File: config.mk
export PLATFORM = sky130hd
export DESIGN_NAME = acc_top
export DESIGN_NICKNAME = d
export VERILOG_FILES = /design/src/hw/acc_pkg.sv /design/src/hw/acc_tad_if.sv /design/src/hw/acc_tad_gen.sv /design/src/hw/acc_top.sv
export SDC_FILE = /design/constraint.sdc
export NUM_CORES = 1
export LEC_CHECK = 0
export BUFFER_PORTS_ARGS = -buffer_cell sky130_fd_sc_hd__buf_4
export CAP_MARGIN = 20
export CORE_ASPECT_RATIO = 0.8
export CORE_MARGIN = 5
export CORE_UTILIZATION = 25
export CTS_BUF_LIST = sky130_fd_sc_hd__clkbuf_4
export CTS_CLUSTER_DIAMETER = 50
export DETAILED_ROUTE_END_ITERATION = 12
export GPL_TIMING_DRIVEN = 0
export PLACE_DENSITY = 0.49
export SLEW_MARGIN = 5
export SYNTH_ARGS = -nofsm -noshare
export SYNTH_HDL_FRONTEND = slang
export SYNTH_SLANG_ARGS = --single-unit
File: constraint.sdc
create_clock -name clk_i -period 4.5 [get_ports clk_i]
set_input_delay 0.9 -clock clk_i [delete_from_list [all_inputs] [get_ports clk_i]]
set_output_delay 0.9 -clock clk_i [all_outputs]
set_load 0.02 [all_outputs]
File: src/hw/acc_pkg.sv
package acc_pkg;
  // ==========================================================================
  // register map: printed offsets are word indices, byte address = 4 * index
  // ==========================================================================
  localparam logic [7:0] IDX_CTRL     = 8'h08;
  localparam logic [7:0] IDX_RESULT   = 8'h09;
  localparam logic [7:0] IDX_PINCFG   = 8'h0A;
  localparam logic [7:0] IDX_IRQ_STAT = 8'h0B;
  localparam logic [7:0] IDX_IRQ_MASK = 8'h0C;
  localparam logic [7:0] ADR_CTRL     = {IDX_CTRL[5:0], 2'b00};
  localparam logic [7:0] ADR_RESULT   = {IDX_RESULT[5:0], 2'b00};
  localparam logic [7:0] ADR_PINCFG   = {IDX_PINCFG[5:0], 2'b00};
  localparam logic [7:0] ADR_IRQ_STAT = {IDX_IRQ_STAT[5:0], 2'b00};
  localparam logic [7:0] ADR_IRQ_MASK = {IDX_IRQ_MASK[5:0], 2'b00};

  // ==========================================================================
  // converter_control_status, pin config and interrupt status/mask field positions
  // ==========================================================================
  localparam int CTRL_PWR   = 0;
  localparam int CTRL_DONE  = 1;
  localparam int CTRL_GO    = 2;
  localparam int CTRL_CH_LO = 3;
  localparam int CTRL_GP    = 5;
  localparam int CTRL_CK_LO = 6;
  localparam int PCFG_LO    = 0;
  localparam int STAT_DONE  = 0;

  // ==========================================================================
  // reset values
  // ==========================================================================
  localparam logic [7:0] RST_CTRL   = 8'h00;
  localparam logic [7:0] RST_RESULT = 8'h00;
  localparam logic [1:0] RST_PCFG   = 2'h0;
  localparam logic [0:0] RST_STAT   = 1'h0;
  localparam logic [0:0] RST_MASK   = 1'h0;

  // ==========================================================================
  // conversion timing, in oscillator cycles and conversion-clock periods
  // ==========================================================================
  localparam logic [5:0] DIV_2      = 6'h02;
  localparam logic [5:0] DIV_8      = 6'h08;
  localparam logic [5:0] DIV_32     = 6'h20;
  localparam logic [3:0] CONV_TADS  = 4'hA;
  localparam logic [3:0] REST_TADS  = 4'h2;
  localparam logic [3:0] FIRST_BIT  = 4'h1;
  localparam logic [3:0] LAST_BIT   = 4'h8;
  localparam logic [7:0] SAR_MSB    = 8'h80;

  localparam logic [1:0] RESP_OKAY   = 2'h0;
  localparam logic [1:0] RESP_SLVERR = 2'h2;

  typedef enum logic [1:0] {
    ACC_CK_DIV2  = 2'b00,
    ACC_CK_DIV8  = 2'b01,
    ACC_CK_DIV32 = 2'b10,
    ACC_CK_RC    = 2'b11
  } acc_clk_sel_t;

  typedef enum logic [1:0] {
    ACC_SAMPLE  = 2'b00,
    ACC_CONVERT = 2'b01,
    ACC_REST    = 2'b10
  } acc_state_t;
endpackage : acc_pkg

File: src/hw/acc_tad_if.sv
`timescale 1ns/1ps
interface acc_tad_if;
  acc_pkg::acc_clk_sel_t clk_sel;
  logic                  run;
  logic                  tick;

  modport gen (input clk_sel, input run, output tick);
  modport user(output clk_sel, output run, input tick);
endinterface : acc_tad_if

File: src/hw/acc_tad_gen.sv
`timescale 1ns/1ps
module acc_tad_gen (
  // clock and reset
  input  wire logic clk_i,
  input  wire logic arst_n_i,
  // internal rc oscillator, asynchronous
  input  wire logic rc_osc_i,
  // conversion clock to the sequencer
  acc_tad_if.gen    tad
);
  logic [5:0] div_cnt_q;
  logic [5:0] div_len;
  logic       rc_meta_q;
  logic       rc_sync_q;
  logic       rc_prev_q;
  logic       div_end;

  // ==========================================================================
  // divider selection
  // ==========================================================================
  always_comb begin
    unique case (tad.clk_sel)
      acc_pkg::ACC_CK_DIV2:  div_len = acc_pkg::DIV_2;
      acc_pkg::ACC_CK_DIV8:  div_len = acc_pkg::DIV_8;
      acc_pkg::ACC_CK_DIV32: div_len = acc_pkg::DIV_32;
      acc_pkg::ACC_CK_RC:    div_len = acc_pkg::DIV_32;
    endcase
  end

  assign div_end = (div_cnt_q == div_len - 6'h01);

  // conversion period counted from oscillator cycles
  always_ff @(posedge clk_i or negedge arst_n_i) begin
    if (!arst_n_i) begin
      div_cnt_q <= 6'h00;
    end else if (!tad.run || div_end) begin
      div_cnt_q <= 6'h00;
    end else begin
      div_cnt_q <= div_cnt_q + 6'h01;
    end
  end

  // ==========================================================================
  // rc oscillator synchroniser and edge detect
  // ==========================================================================
  always_ff @(posedge clk_i or negedge arst_n_i) begin
    if (!arst_n_i) begin
      rc_meta_q <= 1'b0;
      rc_sync_q <= 1'b0;
      rc_prev_q <= 1'b0;
    end else begin
      rc_meta_q <= rc_osc_i;
      rc_sync_q <= rc_meta_q;
      rc_prev_q <= rc_sync_q;
    end
  end

  // one tick per conversion-clock period, only while converting or resting (any state but sample)
  always_comb begin
    if (tad.clk_sel == acc_pkg::ACC_CK_RC) begin
      tad.tick = tad.run && rc_sync_q && !rc_prev_q;
    end else begin
      tad.tick = tad.run && div_end;
    end
  end
endmodule : acc_tad_gen

File: src/hw/acc_top.sv
`timescale 1ns/1ps
module acc_top (
  // clock and reset
  input  wire logic        clk_i,
  input  wire logic        arst_n_i,
  // axi4-lite write address
  input  wire logic        s_axi_awvalid_i,
  output logic             s_axi_awready_o,
  input  wire logic [7:0]  s_axi_awaddr_i,
  // axi4-lite write data
  input  wire logic        s_axi_wvalid_i,
  output logic             s_axi_wready_o,
  input  wire logic [31:0] s_axi_wdata_i,
  input  wire logic [3:0]  s_axi_wstrb_i,
  // axi4-lite write response
  output logic             s_axi_bvalid_o,
  input  wire logic        s_axi_bready_i,
  output logic [1:0]       s_axi_bresp_o,
  // axi4-lite read address
  input  wire logic        s_axi_arvalid_i,
  output logic             s_axi_arready_o,
  input  wire logic [7:0]  s_axi_araddr_i,
  // axi4-lite read data
  output logic             s_axi_rvalid_o,
  input  wire logic        s_axi_rready_i,
  output logic [31:0]      s_axi_rdata_o,
  output logic [1:0]       s_axi_rresp_o,
  // analog front end
  input  wire logic        cmp_i,
  input  wire logic        rc_osc_i,
  output logic             power_on_o,
  output logic             sample_o,
  output logic [1:0]       channel_o,
  output logic [7:0]       trial_code_o,
  output logic             vref_ext_o,
  output logic [3:0]       pin_analog_o,
  // interrupt
  output logic             irq_o
);
  acc_tad_if tad_if ();

  acc_pkg::acc_state_t state_q;
  logic                pwr_q, done_q, go_q, gp_q, stat_q, mask_q;
  logic [1:0]          ch_q, cks_q, pcfg_q;
  logic [7:0]          result_q, sar_q, bit_q, trial_q;
  logic [3:0]          tad_cnt_q;
  logic                cmp_q;
  logic                aw_held_q, w_held_q, wr_lane_q, bvalid_q, rvalid_q;
  logic [7:0]          wr_addr_q, wr_data_q;
  logic [1:0]          bresp_q, rresp_q;
  logic [31:0]         rdata_q;
  logic                wr_en, wr_ctrl, start, decide, finish, abort, ch_valid;
  logic [7:0]          sar_d, ctrl_rd;

  acc_tad_gen u_tad (
    .clk_i    (clk_i),
    .arst_n_i (arst_n_i),
    .rc_osc_i (rc_osc_i),
    .tad      (tad_if.gen)
  );

  assign tad_if.clk_sel = acc_pkg::acc_clk_sel_t'(cks_q);
  assign tad_if.run     = (state_q != acc_pkg::ACC_SAMPLE);

  // ==========================================================================
  // axi4-lite write path
  // ==========================================================================
  assign s_axi_awready_o = !aw_held_q && !bvalid_q;
  assign s_axi_wready_o  = !w_held_q && !bvalid_q;
  assign wr_en           = aw_held_q && w_held_q && !bvalid_q;

  always_ff @(posedge clk_i or negedge arst_n_i) begin
    if (!arst_n_i) begin
      aw_held_q <= 1'b0;
      w_held_q  <= 1'b0;
      wr_addr_q <= 8'h00;
      wr_data_q <= 8'h00;
      wr_lane_q <= 1'b0;
    end else begin
      if (s_axi_awvalid_i && s_axi_awready_o) begin
        aw_held_q <= 1'b1;
        wr_addr_q <= s_axi_awaddr_i;
      end else if (wr_en) begin
        aw_held_q <= 1'b0;
      end
      if (s_axi_wvalid_i && s_axi_wready_o) begin
        w_held_q  <= 1'b1;
        wr_data_q <= s_axi_wdata_i[7:0];
        wr_lane_q <= s_axi_wstrb_i[0];
      end else if (wr_en) begin
        w_held_q <= 1'b0;
      end
    end
  end

  always_ff @(posedge clk_i or negedge arst_n_i) begin
    if (!arst_n_i) begin
      bvalid_q <= 1'b0;
      bresp_q  <= acc_pkg::RESP_OKAY;
    end else if (wr_en) begin
      bvalid_q <= 1'b1;
      unique case (wr_addr_q)
        acc_pkg::ADR_CTRL, acc_pkg::ADR_RESULT, acc_pkg::ADR_PINCFG,
        acc_pkg::ADR_IRQ_STAT, acc_pkg::ADR_IRQ_MASK: bresp_q <= acc_pkg::RESP_OKAY;
        default: bresp_q <= acc_pkg::RESP_SLVERR;
      endcase
    end else if (s_axi_bready_i) begin
      bvalid_q <= 1'b0;
    end
  end

  assign s_axi_bvalid_o = bvalid_q;
  assign s_axi_bresp_o  = bresp_q;
  assign wr_ctrl        = wr_en && wr_lane_q && (wr_addr_q == acc_pkg::ADR_CTRL);

  // ==========================================================================
  // axi4-lite read path
  // ==========================================================================
  assign ctrl_rd = {cks_q, gp_q, ch_q, go_q, done_q, pwr_q};
  assign s_axi_arready_o = !rvalid_q;

  always_ff @(posedge clk_i or negedge arst_n_i) begin
    if (!arst_n_i) begin
      rvalid_q <= 1'b0;
      rdata_q  <= 32'h0000_0000;
      rresp_q  <= acc_pkg::RESP_OKAY;
    end else if (s_axi_arvalid_i && s_axi_arready_o) begin
      rvalid_q <= 1'b1;
      rresp_q  <= acc_pkg::RESP_OKAY;
      unique case (s_axi_araddr_i)
        acc_pkg::ADR_CTRL:     rdata_q <= {24'h00_0000, ctrl_rd};
        acc_pkg::ADR_RESULT:   rdata_q <= {24'h00_0000, result_q};
        acc_pkg::ADR_PINCFG:   rdata_q <= {30'h0000_0000, pcfg_q};
        acc_pkg::ADR_IRQ_STAT: rdata_q <= {31'h0000_0000, stat_q};
        acc_pkg::ADR_IRQ_MASK: rdata_q <= {31'h0000_0000, mask_q};
        default: begin
          rdata_q <= 32'h0000_0000;
          rresp_q <= acc_pkg::RESP_SLVERR;
        end
      endcase
    end else if (s_axi_rready_i) begin
      rvalid_q <= 1'b0;
    end
  end

  assign s_axi_rvalid_o = rvalid_q;
  assign s_axi_rdata_o  = rdata_q;
  assign s_axi_rresp_o  = rresp_q;

  // ==========================================================================
  // control registers
  // ==========================================================================
  always_ff @(posedge clk_i or negedge arst_n_i) begin
    if (!arst_n_i) begin
      pwr_q  <= acc_pkg::RST_CTRL[acc_pkg::CTRL_PWR];
      ch_q   <= acc_pkg::RST_CTRL[acc_pkg::CTRL_CH_LO +: 2];
      gp_q   <= acc_pkg::RST_CTRL[acc_pkg::CTRL_GP];
      cks_q  <= acc_pkg::RST_CTRL[acc_pkg::CTRL_CK_LO +: 2];
      pcfg_q <= acc_pkg::RST_PCFG;
      mask_q <= acc_pkg::RST_MASK;
    end else if (wr_en && wr_lane_q) begin
      unique case (wr_addr_q)
        acc_pkg::ADR_CTRL: begin
          pwr_q <= wr_data_q[acc_pkg::CTRL_PWR];
          ch_q  <= wr_data_q[acc_pkg::CTRL_CH_LO +: 2];
          gp_q  <= wr_data_q[acc_pkg::CTRL_GP];
          cks_q <= wr_data_q[acc_pkg::CTRL_CK_LO +: 2];
        end
        acc_pkg::ADR_PINCFG:   pcfg_q <= wr_data_q[acc_pkg::PCFG_LO +: 2];
        acc_pkg::ADR_IRQ_MASK: mask_q <= wr_data_q[acc_pkg::STAT_DONE];
        default: begin
        end
      endcase
    end
  end

  // ==========================================================================
  // conversion sequencer
  // ==========================================================================
  assign start  = wr_ctrl && wr_data_q[acc_pkg::CTRL_GO] && wr_data_q[acc_pkg::CTRL_PWR]
                  && (state_q == acc_pkg::ACC_SAMPLE);
  assign decide = (state_q == acc_pkg::ACC_CONVERT) && tad_if.tick
                  && (tad_cnt_q >= acc_pkg::FIRST_BIT) && (tad_cnt_q <= acc_pkg::LAST_BIT);
  assign finish = (state_q == acc_pkg::ACC_CONVERT) && tad_if.tick
                  && (tad_cnt_q == acc_pkg::CONV_TADS - 4'h1);
  assign abort  = (state_q != acc_pkg::ACC_SAMPLE) && !pwr_q;
  assign sar_d  = cmp_q ? (sar_q | bit_q) : sar_q;

  always_ff @(posedge clk_i or negedge arst_n_i) begin
    if (!arst_n_i) begin
      state_q   <= acc_pkg::ACC_SAMPLE;
      tad_cnt_q <= 4'h0;
    end else if (abort) begin
      state_q   <= acc_pkg::ACC_SAMPLE;
      tad_cnt_q <= 4'h0;
    end else begin
      unique case (state_q)
        acc_pkg::ACC_SAMPLE: begin
          if (start) begin
            state_q   <= acc_pkg::ACC_CONVERT;
            tad_cnt_q <= 4'h0;
          end
        end
        acc_pkg::ACC_CONVERT: begin
          if (finish) begin
            state_q   <= acc_pkg::ACC_REST;
            tad_cnt_q <= 4'h0;
          end else if (tad_if.tick) begin
            tad_cnt_q <= tad_cnt_q + 4'h1;
          end
        end
        acc_pkg::ACC_REST: begin
          if (tad_if.tick && tad_cnt_q == acc_pkg::REST_TADS - 4'h1) begin
            state_q <= acc_pkg::ACC_SAMPLE;
          end else if (tad_if.tick) begin
            tad_cnt_q <= tad_cnt_q + 4'h1;
          end
        end
        default: begin
          state_q <= acc_pkg::ACC_SAMPLE;
        end
      endcase
    end
  end

  // successive approximation, one bit per conversion-clock period
  always_ff @(posedge clk_i or negedge arst_n_i) begin
    if (!arst_n_i) begin
      sar_q   <= 8'h00;
      bit_q   <= 8'h00;
      trial_q <= 8'h00;
    end else if (start) begin
      sar_q   <= 8'h00;
      bit_q   <= acc_pkg::SAR_MSB;
      trial_q <= acc_pkg::SAR_MSB;
    end else if (decide) begin
      sar_q   <= sar_d;
      bit_q   <= bit_q >> 1;
      trial_q <= sar_d | (bit_q >> 1);
    end
  end

  // comparator answers the registered trial code within a cycle: one sample flop keeps div 2
  always_ff @(posedge clk_i or negedge arst_n_i) begin
    if (!arst_n_i) begin
      cmp_q <= 1'b0;
    end else begin
      cmp_q <= cmp_i;
    end
  end

  // ==========================================================================
  // go, done flag, result and interrupt status
  // ==========================================================================
  always_ff @(posedge clk_i or negedge arst_n_i) begin
    if (!arst_n_i) begin
      go_q <= acc_pkg::RST_CTRL[acc_pkg::CTRL_GO];
    end else if (finish || abort) begin
      go_q <= 1'b0;
    end else if (start) begin
      go_q <= 1'b1;
    end
  end

  always_ff @(posedge clk_i or negedge arst_n_i) begin
    if (!arst_n_i) begin
      done_q <= acc_pkg::RST_CTRL[acc_pkg::CTRL_DONE];
    end else if (finish) begin
      done_q <= 1'b1;
    end else if (wr_ctrl) begin
      done_q <= wr_data_q[acc_pkg::CTRL_DONE];
    end
  end

  always_ff @(posedge clk_i or negedge arst_n_i) begin
    if (!arst_n_i) begin
      result_q <= acc_pkg::RST_RESULT;
    end else if (finish) begin
      result_q <= sar_q;
    end else if (wr_en && wr_lane_q && wr_addr_q == acc_pkg::ADR_RESULT) begin
      result_q <= wr_data_q;
    end
  end

  always_ff @(posedge clk_i or negedge arst_n_i) begin
    if (!arst_n_i) begin
      stat_q <= acc_pkg::RST_STAT;
    end else if (finish) begin
      stat_q <= 1'b1;
    end else if (wr_en && wr_lane_q && wr_addr_q == acc_pkg::ADR_IRQ_STAT
                 && wr_data_q[acc_pkg::STAT_DONE]) begin
      stat_q <= 1'b0;
    end
  end

  assign irq_o = stat_q && mask_q;

  // ==========================================================================
  // analog side controls
  // ==========================================================================
  always_comb begin
    unique case (pcfg_q)
      2'b00: pin_analog_o = 4'hF;
      2'b01: pin_analog_o = 4'h7;
      2'b10: pin_analog_o = 4'h3;
      2'b11: pin_analog_o = 4'h0;
    endcase
  end

  assign ch_valid     = pin_analog_o[ch_q];
  assign vref_ext_o   = (pcfg_q == 2'b01);
  assign channel_o    = ch_q;
  assign power_on_o   = pwr_q;
  assign sample_o     = pwr_q && ch_valid && (state_q == acc_pkg::ACC_SAMPLE);
  assign trial_code_o = trial_q;
endmodule : acc_top

# After elaboration in Yosys (flattened, before gate mapping)
# Cells that the tools add are included.
# word_totals
regBits,117
latchBits,0
ram_bits,0
rom_bits,0
input_bits,61
output_inout_bits,59
word_cells,163
n_memories,0
# op_classes
add_sub_neg,3
multipliers,0
div,0
n_lt_le_gt_ge,3
eq_ne,25
shifts,0
muxes,42
bitwise_logic,2
reduce_logical,58
# ops
cell,count
"8-bit by 6-bit == test with 1-bit output, second input constant",10
8-bit 2-to-1 mux,9
8-bit case mux with 5 select lines,1
1-bit logical AND,27
4-bit 2-to-1 mux,5
2-bit nonzero test,10
6-bit case mux with 3 select lines,1
4-bit case mux with 4 select lines,1
1-bit 2-to-1 mux,15
2-bit 2-to-1 mux,6
"3-bit inequality test, second input constant",4
4-bit case mux with 3 select lines,1
"2-bit == test, second input constant",5
5-bit OR reduction,2
8-bit by 7-bit bitwise OR with 8-bit output,1
8-bit bitwise OR,1
1-bit zero test,7
"6-bit by 1-bit adder with 6-bit output, second input constant",1
"2-bit by 1-bit == test with 1-bit output, second input constant",3
6-bit == test,1
2-bit zero test,3
6-bit 2-to-1 mux,1
2-bit case mux with 3 select lines,1
2-bit AND reduction,3
12 further kinds,14

# Longest topological paths before layout
# depth
depth_word,12
mapped_depth,11
ltp_nobuf,8

# Cells and area by module
# A second synthesis with hierarchy kept.
# hier_totals
hier_cells,418
area_unflattened_um2,4461.8
# modules_own_cells
module,instances,cells_each,area_per_inst_um2,seq_area_each_um2
acc_top,1,381,4041.4,2052.0
acc_tad_gen,1,37,420.4,225.2

# Least setup slack after synthesis
# Ideal clock, no wire load.
# synth_timing
path_kind,flip-flop to output port
start,register state_q[1]
end,output port sample_o
arrival_ns,1.696
required_ns,3.600
slack_ns,1.904
stages_incl_launch_ff,7
path_buffers,2
cell_sequence,dfrtp_1 inv_1 ha_1 clkbuf_1 clkbuf_1 nand2_1 a221oi_1
# synth_between
elab_chain_len,2
# synth_rtl
item,line,source
from (decl),acc_top.sv:42,acc_pkg::acc_state_t state_q;
from (signal assigned),acc_top.sv:191,state_q <= acc_pkg::ACC_SAMPLE;
from (signal assigned),acc_top.sv:194,state_q <= acc_pkg::ACC_SAMPLE;
from (signal assigned),acc_top.sv:200,state_q <= acc_pkg::ACC_CONVERT;
2-bit zero test,acc_top.sv:314,assign sample_o = pwr_q && ch_valid && (state_q == acc_pkg::ACC_SAMPLE);
1-bit logical AND,acc_top.sv:314,
to (decl),acc_top.sv:32,"output logic sample_o,"
# Every way passes these cells.

# Worst setup path after layout
# Ends and elaborated chain as after synthesis.

==> summary.txt <==
Worst setup path
  – Worst Setup Path Type: reg -> out
  – R2r endpoint: tad_cnt_q[0]
  – Startpoint Class: flip-flop
  – Worst reg2reg startpoint: state_q[1]
  – Endpoint class of the critical path: output pin
  – Worst setup path endpoint: sample_o
  – Worst R2R Setup Slack: 2.01 ns
  – Critical path fanouts, max: 10
  – R2R depth: 9
  – Worst EP required: 3.60 ns
  – Arrival time at the worst endpoint: 2.41 ns
  – Critical Path Start: state_q[1]

Power and ir drop
  – Power density cells: 365.6 mW/mm^2
  – Peak supply drop: 0.1072 mV
  – Power Total: 2.006 mW
  – Leak Pwr: 2.668 nW

Placed design
  – Dpl hpwl: 8.273 mm
  – Inst Count DP: 750
  – Routability cong.: 0.7795
  – Port bufs: 66

Die
  – Std-Cell Rows: 43
  – I/O pin count: 120
  – Die width: 158.9 um
  – Die area: 0.02052 sq mm
  – Initial Util: 25.52%
  – Core Area: 0.01738 sq mm
  – Die height: 129.1 um

STA
  – RSZ-0062 raised after global routing: false
  – Final period utilization: 73.53%
  – Fmax: 302.2 MHz
  – WHS: 0.3511 ns
  – Final hold vios: 0
  – Final setup fails: 0
  – TNS Setup: 0 ns
  – Max Slew Vio Count: 0
  – Worst rel slew slack: 53.79%
  – Setup Skew: 0.01042 ns
  – Fin crit period: 3.309 ns
  – Worst-Margin Slew: 0.6932 ns

Clocking
  – Clock tree from TritonCTS: built
  – Post-CTS Hold Buffers: 0
  – Post_cts resized: 0
  – CTS Buf Count: 9
  – Worst-path clk slew: 0.13 ns
  – Post-CTS Setup Bufs: 0
  – Clock Sink Count: 91
  – Max clock buf depth: 2
  – H-tree levels: 3
  – Worst-Skew Late Latency: 0.44 ns
  – Root Driver: clkbuf_4

Global route
  – First-pass GRT wire length: 18.06 mm
  – Pin count of the biggest net entering global routing: 67
  – Vias in the first global route: 3390
  – Antenna violations before repair: 0
  – GRT overflow: 0
  – Total Routing Usage GR: 10.88%

Logic synthesis
  – Post-synth top cells: 91 x dfrtp_1, 56 x nand2_1, 39 x o21ai_0
  – Count leader, synth: dfrtp_1
  – Seq/Total Area, Yosys: 51.34%
  – Synthesized cell area: 0.004436 sq mm
  – Post-synthesis cell count: 433
  – Warnings from Yosys: 0
  – Number of synthesized flops with an enable pin: 0
  – Top_reg_cell synth: dfrtp_1
  – Syn Area/Cell: 10.24 sq um
  – Synth top area share: 51.34%
  – #FFs+latches synth: 91
  – Async set-reset flop share out of synthesis: 100.0%
  – Area leader, netlist: dfrtp_1
  – Yosys cell types: 53
  – Top post-synthesis cells by area: dfrtp_1 51%, mux2_2 4.8%, nand2_1 4.7%

Layout
  – Antenna diodes: 0
  – Area Growth Syn to Fin: 23.72%
  – Fin cells: 765
  – Layout cells sized above 1: 26.30%
  – Final net count: 605

Detailed routing
  – Drt total wl: 10.97 mm
  – Wire length per cell: 14.34 um
  – Drt initial violations: 152
  – First-pass DRT Iterations: 4
  – Detail Route Antenna Nets: 0
  – # DRC: 0
  – Vias: 3400
  – Vias/cell: 4.444

Min path
  – Hold Path Class: in -> async

Job
  – MaxCap Viol Count: 0

Status
  – Status: finished clean
[flip-flops by register name (all words and copies together), names as in the netlist, 6 cells and up]
name,cells
wr_data_q,8
bit_q,8
result_q,8
s_axi_rdata_o,8
sar_q,8
trial_code_o,8
u_tad.div_cnt_q,6
wr_addr_q,8
[how the worst min path moves through the flow]
stage	cells past startpoint	endpoint	slack (ns)	startpoint
6_report	1	trial_code_o[1]	0.35	arst_n_i
5_1_grt	1	trial_code_o[1]	0.33	arst_n_i
4_1_cts	1	trial_code_o[1]	0.33	arst_n_i
3_5_place_dp	0	u_tad.rc_sync_q	0.34	u_tad.rc_meta_q
3_3_place_gp	0	u_tad.rc_sync_q	0.34	u_tad.rc_meta_q
2_1_floorplan	0	u_tad.rc_sync_q	0.33	u_tad.rc_meta_q
[per-layer routing]
metal  global-route usage [%]  routed length [um]
met3                    3.402                 529
met4                    2.558                  57
met2                    16.29                4808
met1                    15.48                5575
met5                        0                   0
[logic make-up after synthesis]
kind of cell	Yosys count	synth area share (%)
flops	91	51.34
other cells	1	0.08455
mux	35	8.716
simple gates	134	14.13
fa+ha+maj	8	2.257
xor+xnor	4	0.7900
buf+inv	61	8.208
compound gates	99	14.47
[power by group]
part           internal (mW)  total (mW)  switching, mW
logic                  0.226       0.451          0.225
registers              0.942        1.06          0.115
clock network          0.227       0.497          0.270
total                   1.40        2.01          0.611
[worst max-delay path, stage by stage, from the launching register on]
cell and delay [ns]:
dfrtp_1 0.46, inv_1 0.10, ha_1 0.14, clkbuf_1 0.28, clkbuf_1 0.40, nand2_1 0.15
a221oi_1 0.24, buf_4 0.19
[cell usage in the layout (no fill, tap or decap), types with 3 or more instances in the layout]
cell and count:
o21ai_0 39, nor2b_1 4, o211a_1 3, nor2_1 31, o31ai_1 4, buf_4 93, nand3_1 19, and2_1 4
nand2_1 56, a31oi_1 4, a221oi_1 3, conb_1 26, inv_1 11, a211oi_1 6, nor3b_1 3, clkbuf_4 10
ha_1 8, mux2_2 19, clkbuf_1 13, a32o_1 8, nand4_1 3, o211ai_1 3, dfrtp_1 91, o22ai_1 3
buf_2 5, mux2i_1 15, a21oi_1 14
[cell type report]
class	count	area (sq um)
Inverter	11	41.29
Sequential cell	91	2277
Multi-Input combinational cell	306	1888
Tap cell	225	281.5
Clock buffer	10	75.07
Fill cell	1838	11890
Clock inverter	5	78.83
Buffer	50	322.8
Timing Repair Buffer	67	523.0
[through the flow]
step,instance area [sq um],setup slack [ns],util [%]
floorplan,4529,1.904,-
global placement,5306,1.680,30.54
detailed placement,5334,1.666,30.69
CTS,5488,1.114,31.58
global route,5488,0.8948,31.58
finish,5488,1.191,31.58
No activity file was read; power rests on OpenSTA's default activity.
